$ cat src/common/window_watchdog_pkg.sv
// Notes on behaviour
// - Counter steps down once every 12288 clock cycles.
// - While active, reset request when counter top bit falls from 0x40 to 0x3f.
// - Control register: counter in bits 6..0, activation bit in bit 7.
// - Activation bit set by software only, cleared only by reset.
// - Hardware option makes watchdog always active, activation bit ignored.
// - Window register holds 7-bit limit compared against the counter.
// - Wait mode changes nothing; counter keeps stepping.
// - Halt with option 0: one more step, then frozen, no reset until wake.
// - Interrupt wake from halt resumes counting after stabilization delay.
// - Reset ending halt leaves watchdog disabled unless hardware option set.
// - While active, halt with option 1 produces a reset instead of halting.
// - Active-halt: no reset, counter frozen.
// - Interrupt wake from active-halt resumes counting immediately.
// - Reset ending active-halt resumes counting after stabilization delay.
// - While active, refresh while counter above window limit generates reset.
// - Counter keeps running even while watchdog disabled.
package watchdog_pkg;
	localparam logic [1:0] REG_CONTROL_COUNTER = 2'h0;
	localparam logic [1:0] REG_WINDOW_LIMIT = 2'h1;
	localparam logic [1:0] REG_STATUS = 2'h2;
	localparam logic [3:0] CONTROL_COUNTER_ADDR = 4'h0;
	localparam logic [3:0] WINDOW_LIMIT_ADDR = 4'h4;
	localparam logic [3:0] STATUS_ADDR = 4'h8;
	localparam int ACT_BIT = 7;
	localparam int TOP_BIT = 6;
	localparam logic [6:0] COUNT_RESET = 7'h7f;
	localparam logic [6:0] WINDOW_RESET = 7'h7f;
	localparam logic [6:0] COUNT_FLOOR = 7'h3f;
	localparam int TICK_CYCLES = 12288;
	localparam logic [13:0] TICK_LAST = 14'(TICK_CYCLES - 1);
	localparam int STAB_CYCLES = 16;
	localparam logic [7:0] STAB_LAST = 8'(STAB_CYCLES - 1);
	typedef enum logic [2:0] {
		ST_RUN = 3'b000,
		ST_HALT_STEP = 3'b001,
		ST_HALT_FROZEN = 3'b010,
		ST_ACTIVE_HALT = 3'b011,
		ST_STAB = 3'b100
	} pm_state_t;
endpackage

$ cat src/design/window_watchdog_regs.sv
`timescale 1ns/1ps
`default_nettype none
// Two-word register store, registered read data
module watchdog_regs (
	input wire logic clk_i,
	input wire logic rst_i,
	input wire logic we_i,
	input wire logic waddr_i,
	input wire logic [7:0] wdata_i,
	input wire logic raddr_i,
	output logic [7:0] rdata_o
);
	logic [7:0] mem_r [0:1];
	always_ff @(posedge clk_i) begin
		if (rst_i) begin
			mem_r[0] <= 8'h00;
			mem_r[1] <= 8'h00;
			rdata_o <= 8'h00;
		end else begin
			if (we_i) begin
				mem_r[waddr_i] <= wdata_i;
			end
			rdata_o <= mem_r[raddr_i];
		end
	end
endmodule
`default_nettype wire

$ cat src/design/window_watchdog.sv
`timescale 1ns/1ps
`default_nettype none
module window_watchdog
	import watchdog_pkg::*;
(
	input wire logic clk_i,
	input wire logic rst_i,
	input wire logic cyc_i,
	input wire logic stb_i,
	input wire logic we_i,
	input wire logic [3:0] adr_i,
	input wire logic [3:0] sel_i,
	input wire logic [31:0] dat_i,
	output logic [31:0] dat_o,
	output logic ack_o,
	input wire logic hw_watchdog_opt_i,
	input wire logic halt_reset_option_i,
	input wire logic halt_exec_i,
	input wire logic active_halt_i,
	input wire logic wake_irq_i,
	input wire logic reset_wake_i,
	output logic reset_req_o,
	output logic counting_o
);
	typedef struct packed {
		logic [13:0] presc;
		logic [6:0] count;
		logic activation_bit;
		logic [6:0] window;
		pm_state_t pm;
		logic [7:0] stab;
		logic ack;
		logic [31:0] dat;
		logic rst_req;
		logic counting;
		logic rd_sel;
	} state_t;
	state_t st_r;
	state_t st_nxt;
	logic [7:0] shadow_rdata;
	////////////////////////////////////////////////////////////////////////
	// Bus decode
	function automatic logic hit(input logic [3:0] a, input logic [3:0] base);
		return a == base;
	endfunction
	logic req;
	logic wr_ctl;
	logic wr_win;
	assign req = cyc_i && stb_i && !st_r.ack;
	assign wr_ctl = req && we_i && sel_i[0] && hit(adr_i, CONTROL_COUNTER_ADDR);
	assign wr_win = req && we_i && sel_i[0] && hit(adr_i, WINDOW_LIMIT_ADDR);
	// Shadow copy of last written words; only word 0 is read back, into rd_sel, never onto the bus
	watchdog_regs u_regs (
		.clk_i(clk_i),
		.rst_i(rst_i),
		.we_i(wr_ctl || wr_win),
		.waddr_i(wr_win),
		.wdata_i(dat_i[7:0]),
		.raddr_i(1'b0),
		.rdata_o(shadow_rdata)
	);
	////////////////////////////////////////////////////////////////////////
	// Next state
	logic armed;
	logic tick;
	logic run;
	always_comb begin
		st_nxt = st_r;
		st_nxt.rst_req = 1'b0;
		st_nxt.ack = req;
		armed = hw_watchdog_opt_i || st_r.activation_bit;
		tick = st_r.presc == TICK_LAST;
		st_nxt.presc = tick ? 14'h0000 : st_r.presc + 14'h0001;
		run = (st_r.pm == ST_RUN) || (st_r.pm == ST_HALT_STEP);
		if (run && tick) begin
			st_nxt.count = st_r.count - 7'h01;
			if (armed && st_r.count[TOP_BIT] && !st_nxt.count[TOP_BIT] && st_r.pm == ST_RUN) begin
				st_nxt.rst_req = 1'b1;
			end
			if (st_r.pm == ST_HALT_STEP) begin
				st_nxt.pm = ST_HALT_FROZEN;
			end
		end
		case (st_r.pm)
			ST_RUN: begin
				if (active_halt_i) begin
					st_nxt.pm = ST_ACTIVE_HALT;
				end else if (halt_exec_i) begin
					if (halt_reset_option_i && armed) begin
						st_nxt.rst_req = 1'b1;
					end else begin
						st_nxt.pm = ST_HALT_STEP;
					end
				end
			end
			ST_HALT_STEP, ST_HALT_FROZEN: begin
				if (wake_irq_i) begin
					st_nxt.pm = ST_STAB;
					st_nxt.stab = 8'h00;
				end
			end
			ST_ACTIVE_HALT: begin
				if (wake_irq_i) begin
					st_nxt.pm = ST_RUN;
				end else if (reset_wake_i) begin
					st_nxt.pm = ST_STAB;
					st_nxt.stab = 8'h00;
				end
			end
			ST_STAB: begin
				st_nxt.stab = st_r.stab + 8'h01;
				if (st_r.stab == STAB_LAST) begin
					st_nxt.pm = ST_RUN;
				end
			end
			default: st_nxt.pm = ST_RUN;
		endcase
		if (wr_ctl) begin
			if (armed && st_r.count > st_r.window) begin
				st_nxt.rst_req = 1'b1;
			end
			if (dat_i[ACT_BIT] && !dat_i[TOP_BIT]) begin
				st_nxt.rst_req = 1'b1;
			end
			st_nxt.count = dat_i[6:0];
			st_nxt.activation_bit = st_r.activation_bit | dat_i[ACT_BIT];
		end
		if (wr_win) begin
			st_nxt.window = dat_i[6:0];
		end
		st_nxt.rd_sel = shadow_rdata[0];
		st_nxt.dat = 32'h00000000;
		if (req && !we_i) begin
			if (hit(adr_i, CONTROL_COUNTER_ADDR)) begin
				st_nxt.dat = {24'h000000, st_r.activation_bit, st_r.count};
			end else if (hit(adr_i, WINDOW_LIMIT_ADDR)) begin
				st_nxt.dat = {25'h0000000, st_r.window};
			end else if (hit(adr_i, STATUS_ADDR)) begin
				st_nxt.dat = {28'h0000000, st_r.counting, st_r.pm};
			end
		end
		st_nxt.counting = (st_nxt.pm == ST_RUN) || (st_nxt.pm == ST_HALT_STEP);
	end
	////////////////////////////////////////////////////////////////////////
	// State register
	always_ff @(posedge clk_i) begin
		if (rst_i) begin
			st_r <= '0;
			st_r.count <= COUNT_RESET;
			st_r.window <= WINDOW_RESET;
			st_r.pm <= ST_RUN;
			st_r.counting <= 1'b1;
		end else begin
			st_r <= st_nxt;
		end
	end
	assign dat_o = st_r.dat;
	assign ack_o = st_r.ack;
	assign reset_req_o = st_r.rst_req;
	assign counting_o = st_r.counting;
endmodule
`default_nettype wire

$ cat config.mk
export PLATFORM = sky130hd
export DESIGN_NAME = window_watchdog
export DESIGN_NICKNAME = d
export VERILOG_FILES = /design/src/common/window_watchdog_pkg.sv /design/src/design/window_watchdog_regs.sv /design/src/design/window_watchdog.sv
export SDC_FILE = /design/constraint.sdc
export NUM_CORES = 1
export LEC_CHECK = 0
export CORE_MARGIN = 2
export CORE_UTILIZATION = 60
export CTS_BUF_LIST = sky130_fd_sc_hd__clkbuf_4
export DETAILED_ROUTE_END_ITERATION = 8
export DONT_BUFFER_PORTS = 1
export PLACE_DENSITY = 0.74
export SLEW_MARGIN = 10
export SYNTH_ARGS = -nofsm -noshare
export SYNTH_HDL_FRONTEND = slang
export SYNTH_HIERARCHICAL = 1
export SYNTH_SLANG_ARGS = --single-unit
$ cat constraint.sdc
create_clock -name clk_i -period 2.8 [get_ports clk_i]
set_input_delay 0.42 -clock clk_i [delete_from_list [all_inputs] [get_ports clk_i]]
set_output_delay 0.42 -clock clk_i [all_outputs]
set_load 0.01 [all_outputs]
==> results of run 1 <==
[critical path, stage by stage (launching register included)]
cell	delay [ns]
dfxtp_1	0.45
ha_1	0.34
nand3b_1	0.15
nor4_1	0.28
buf_4	0.17
nand4b_1	0.15
nor4b_1	0.28
a211oi_1	0.09
[cell families after synthesis]
logic type,count (synthesis),synth area share
flops,51,0.366
xor+xnor,20,0.0628
buf+inv,61,0.133
other cells,1,0.00134
compound gates,59,0.156
mux,1,0.00359
fa+ha+maj,10,0.0448
simple gates,122,0.233
[synthesized netlist by cell type (2+ instances only)]
cell / count
a22oi_1: 3
or3_1: 2
buf_6: 3
o21ai_0: 5
or4_1: 2
a2111oi_0: 2
nor2b_1: 2
dfxtp_1: 51
and3_1: 7
xnor2_1: 2
and3_4: 2
ha_1: 10
buf_4: 32
and2_1: 4
nand3b_1: 4
a311o_1: 2
o2111ai_1: 2
nor3_1: 12
or2_2: 2
nand4_1: 6
o221a_2: 3
clkbuf_1: 10
nor2_1: 33
a21oi_1: 12
nand2_1: 22
nor4_1: 4
a31oi_1: 5
o211ai_1: 10
xor2_1: 18
nand3_1: 8
o21a_1: 2
and4_1: 2
inv_1: 15
a211oi_1: 2
nor4b_1: 3
[cell type report]
type | count | share of cell area
repair buffers | 6 | 0.0165
clock buffers | 5 | 0.0137
multi-input cells | 236 | 0.546
flip-flops and latches | 51 | 0.374
well taps | 52 | 0.0238
clock inverters | 3 | 0.00550
inverters | 15 | 0.0206
[layer usage]
layer / routed length [um] / vias up
li1: - / 1079
met1: 2410 / 1017
met2: 2670 / 45
met3: 295 / 9
met4: 85 / 0
met5: 0 / -
[stage by stage]
| stage | instance area (um^2) | hold slack (ns) | total power, W | util |
|---|---|---|---|---|
| final | 2730 | 0.0991 | 0.00135 | 0.619 |
| after global routing | 2730 | 0.0686 | 0.00142 | 0.619 |
| after CTS | 2730 | 0.0858 | 0.00135 | 0.619 |
| after detailed placement | 2680 | 0.471 | 0.00103 | 0.607 |
| after global placement | 2680 | 0.459 | 0.00103 | 0.607 |
| after floorplan | 2880 | 0.444 | 0.00102 | - |
[power by group through the flow]
stage | Combinational (W) | Clock [W] | Sequential (W)
detailed placement | 0.000214 | 0 | 0.000821
global route | 0.000243 | 0.000370 | 0.000812
finish | 0.000215 | 0.000330 | 0.000806
global placement | 0.000208 | 0 | 0.000820
CTS | 0.000214 | 0.000336 | 0.000805
floorplan | 0.000218 | 0 | 0.000798
[state kept, by name (all words and copies together), names as in the netlist]
signal       cells
dat_o            8
counting_o       1
reset_req_o      1
st_r            40
ack_o            1
[final timing paths]
check                   to      from  slack [ns]  cells after the start
setup / recovery  st_r[60]  st_r[62]        0.81                      7
hold / removal       ack_o     rst_i         0.1                      1
setup reg to reg  st_r[60]  st_r[62]        0.81                      7
hold reg to reg   st_r[37]  st_r[37]        0.49                      2
==> impl_results.md, run 1 <==
* GR Util met3 at 0.0569
* Pre-CTS WS at 0.660 ns
* Later-pin clock latency in the skew report at 0.38 ns
* Pins over their slew limit at 0
* Async S/R FF share, synth at 0
* CTS root buf: clkbuf_4
* Share of the clock period used by the worst path at 0.712
* Wirelength per Cell at 14.8 um
* Largest net degree at the start of global routing at 24
* Number of global-route vias before repair at 2094
* Unrepaired setup endpoints after global routing: no
* Synth area leaders: dfxtp_1, buf_4, xor2_1
* H-Tree Depth at 2
* Combinational Power Share at 0.159
* Post-synthesis sequential area ratio at 0.366
* Initial antenna violation count at 0
* Minimum clock period after layout at 1.99 ns
* Mapped Cells at 325
* Post-synth top flop: dfxtp_1
* WP data required at 3.08 ns
* Slew margin rel. at 0.472
* Critical path arrival at 2.28 ns
* Number of distinct library cells after synthesis at 56
* Total GRT Usage at 0.232
* Max_cap viols at 0
* Most frequent cells in the layout: dfxtp_1, nor2_1, conb_1, nand2_1, xor2_1
* Die ar. at 5210 um^2
* Grt met1 use at 0.289
* Die Y at 72.2 um
* Startpoint Class: register
* Post-DP HPWL at 4050 um
* TritonCTS Sinks at 51
* Clk buf depth at 2
* Layout Cells excl Fill at 368
* Synthesis warning total at 6
* Detail Route Antenna Nets at 0
* Sequential share of power at 0.596
* Syn-to-layout area delta at -2.15%
* First-pass GRT wire length at 9500 um
* TNS Setup at 0 ns
* Clk pin slew, worst setup/hold paths at 0.15 ns
* Die width at 72.2 um
* Clk pwr share at 0.244
* DRT Pass-1 Iters at 4
* Post-Syn Area at 2790 um^2
* Post-synth EDFFs at 0
* Clock skew at 0.0132 ns
* Nets at 376
* I/O pin total at 86
* Top cell type's share of synthesized area at 0.366
* Initial Util at 0.632
* M2 GR Usage at 0.382
* Int Pwr at 0.000941 W
* Most common cell after layout, fill and taps aside: dfxtp_1
* Synth Register Bits at 51
* Cell taking the most area after synthesis: dfxtp_1
* P per Cell Area at 495 nW/um^2
* Inst Count DP at 360
* Switch Pwr at 0.000410 W
* CP max FO at 7
* FF+latch area at 1020 um^2
* Status: finished clean
* Final hold viol count at 0
* Leak at 1.11 nW
* Worst VDD drop at 0.405 mV
* Setup crit end kind: register
* Overflow after GRT at 0
* Total wire length at 5460 um
* Vias post-DR at 2150
* Hold crit path type: primary input to register
* Fillers at 410
* Core area at 4410 um^2
* Post-cts gate resize count at 0
* Sw frac at 0.304
* Site row count at 24
* Area taken by multi-input logic gates at 1490 um^2
* F_max at 0.501 GHz
* Final worst slack at 0.806 ns
* Share of post-route cells with drive strength above 1 at 0.0728
* Postcts setup bufs at 0
* CTS tree: yes
* Port-buffer cells at 0
* # DRC at 0
* Total CTS buffers at 5
* Routability cong. at 0.793
* Busiest grt layer: met2
* Setup-failing EPs final at 0
* CTS hold repair buffers at 0
* Syn Area/Cell at 8.59 um^2
* Least-Margin Pin Slew at 0.784 ns
* Critical setup path kind: register to register
* Routed vias/inst at 5.84
* Starting DRC count in detailed routing at 159
* N_diodes at 0
No activity file was read; power rests on OpenSTA's default activity.
==> run 2, diff against run 1 <==
--- a/config.mk
+++ b/config.mk
@@ -6,11 +6,11 @@
 export NUM_CORES = 1
 export LEC_CHECK = 0
 export CORE_MARGIN = 2
-export CORE_UTILIZATION = 60
+export CORE_UTILIZATION = 59
 export CTS_BUF_LIST = sky130_fd_sc_hd__clkbuf_4
 export DETAILED_ROUTE_END_ITERATION = 8
 export DONT_BUFFER_PORTS = 1
-export PLACE_DENSITY = 0.74
+export PLACE_DENSITY = 0.76
 export SLEW_MARGIN = 10
 export SYNTH_ARGS = -nofsm -noshare
 export SYNTH_HDL_FRONTEND = slang
==> constraint.sdc (replaced) <==
create_clock -name clk_i -period 1.8 [get_ports clk_i]
set_input_delay 0.27 -clock clk_i [delete_from_list [all_inputs] [get_ports clk_i]]
set_output_delay 0.27 -clock clk_i [all_outputs]
set_load 0.01 [all_outputs]
==> run 2 against run 1 <==
Clock skew up 0.0084 ns. Sequential power increased by 55%. Clock power is 100% higher. Register-to-register slack got worse by 0.72 ns. Global-route usage increased by 0.31 points. Design area up 12%. Largest cell class unchanged.
==> impl_results.md, run 2 (synthesis gave the netlist of run 1 again) <==
* Vias post-DR at 2302 (+7.1%)
* First-pass GRT wire length at 9710 um (+2.2%)
* Wirelength per Cell at 15.4 um (+3.8%)
* Post-DP HPWL at 4450 um (+9.7%)
* Slowest cell on crit path: or4_1
* Worst VDD drop at 0.479 mV (+18%)
* Total wire length at 6120 um (+12%)
* Die Y at 72.8 um (+0.80%)
* Site row count at 25 (+4.2%)
* Detail Route Antenna Nets at 0 (unchanged)
* Starting DRC count in detailed routing at 193 (+21%)
* CTS root buf: clkbuf_4
* Total CTS buffers at 5 (unchanged)
* Inst Count DP at 383 (+6.4%)
* Overflow after GRT at 0 (unchanged)
* Hold crit path type: primary input to register
* F_max at 0.584 GHz (+16%)
* Layout Cells excl Fill at 397 (+7.9%)
* Startpoint Class: register
* Least-Margin Pin Slew at 0.658 ns (-0.126 ns)
* H-Tree Depth at 2 (unchanged)
* Register name with the most flops: st_r
* Setup crit end kind: register
* Initial Util at 0.603 (-0.0294)
* Initial antenna violation count at 0 (unchanged)
* Die ar. at 5300 um^2 (+1.6%)
* Status: finished clean
* Total Power at 0.00231 W (+71%)
* FF+latch area at 1020 um^2 (+0.24%)
* DRT Pass-1 Iters at 4 (unchanged)
* Clock skew at 0.0216 ns (+0.00844 ns)
* Leak at 1.26 nW (+13%)
* Nets at 403 (+7.2%)
* Syn-to-layout area delta at 9.55%
* Postcts setup bufs at 0 (unchanged)
* Share of the clock period used by the worst path at 0.952 (+0.240)
* CP max FO at 3 (-4)
* Largest register FFs at 40 (unchanged)
* I/O pin total at 86 (unchanged)
* Unrepaired setup endpoints after global routing: yes
* WP data required at 2.11 ns (-0.97 ns)
* Share of post-route cells with drive strength above 1 at 0.175 (+0.102)
* Max_cap viols at 0 (unchanged)
* Routed vias/inst at 5.80 (-0.75%)
* Final Core Density at 0.661 (+0.0418)
* Area taken by multi-input logic gates at 1570 um^2 (+5.0%)
* Core area at 4630 um^2 (+4.9%)
* Port-buffer cells at 0 (unchanged)
* Fillers at 368 (-10%)
* # DRC at 0 (unchanged)
* Critical setup path kind: register to register
* Most common cell after layout, fill and taps aside: dfxtp_1
* CTS tree: yes
* Clk buf depth at 2 (unchanged)
* Most frequent cells in the layout: dfxtp_1, nor2_1, buf_4, conb_1, nand2_1
* Clk pin slew, worst setup/hold paths at 0.15 ns (about the same)
* P per Cell Area at 757 nW/um^2 (+53%)
* Setup-failing EPs final at 0 (unchanged)
* Cells along the critical path: inv_1, ha_1, nand4_1, nor2_1, or4_1, a31oi_1
* Max incr delay on CP at 0.54 ns (+0.09 ns)
* N_diodes at 0 (unchanged)
* Die width at 72.8 um (+0.80%)
* Slew margin rel. at 0.557 (+0.0850)
* Later-pin clock latency in the skew report at 0.38 ns (about the same)
* Number of global-route vias before repair at 2176 (+3.9%)
* Total GRT Usage at 0.235 (+0.00308)
* Largest net degree at the start of global routing at 17 (-29%)
* Final hold viol count at 0 (unchanged)
* Routability cong. at 0.880 (+11%)
* Critical path arrival at 2.02 ns (-0.26 ns)
* Pins over their slew limit at 0 (unchanged)
* TritonCTS Sinks at 51 (unchanged)
* Minimum clock period after layout at 1.71 ns (-0.281 ns)
[run 2: per-layer routing]
| layer | track usage | routed length [um] | share of wire |
|---|---|---|---|
| met1 | 0.268 | 2550 | 0.42 |
| met2 | 0.420 | 3170 | 0.52 |
| met3 | 0.0470 | 270 | 0.044 |
| met4 | 0.109 | 130 | 0.021 |
| met5 | 0 | 0 | 0 |
[run 2: layout make-up]
cell class	count	area share
clock buffer	5	0.0123
inverter	15	0.0184
timing repair buffer	33	0.0859
multi-input combinational	236	0.512
clock inverter	3	0.0143
sequential	51	0.335
tap	54	0.0221
[run 2: worst max-delay path: cells and delay by family (launching register included)]
family / cells / cell delay, ns
compound gates: 1 / 0.20
fa+ha+maj: 1 / 0.32
buf+inv: 1 / 0.06
flops: 1 / 0.36
simple gates: 3 / 0.70
[run 2: final timing paths]
| check | from | end | slack (ns) | depth (start not counted) |
|---|---|---|---|---|
| max reg2reg | st_r[51] | reset_req_o | 0.09 | 6 |
| max | st_r[51] | reset_req_o | 0.09 | 6 |
| min reg2reg | st_r[37] | st_r[37] | 0.48 | 2 |
| min | dat_i[4] | st_r[51] | 0.02 | 2 |
[run 2: power by group]
group | total [W] | switching, W | internal [W]
Sequential | 0.00125 | 0.0000707 | 0.00118
Clock | 0.000670 | 0.000376 | 0.000293
Combinational | 0.000392 | 0.000228 | 0.000165
[run 2: what timing repair did]
item	CTS	global route
setup endpoints to repair	1	6
pin swaps	1	5
hold buffers	3	3
endpoints found under the hold margin	9	2
resized for setup	2	13
[run 2: through the flow]
stage               TNS (ns)  setup WS [ns]  hold WS, ns  cell area [um^2]
CTS                        0         0.0287      0.00411              2980
global route         -0.0983        -0.0646      0.00917              3060
floorplan             -0.567         -0.203        0.391              2900
global placement     -0.0669        -0.0568        0.346              2850
detailed placement   -0.0905        -0.0748        0.348              2850
finish                     0         0.0862       0.0249              3060
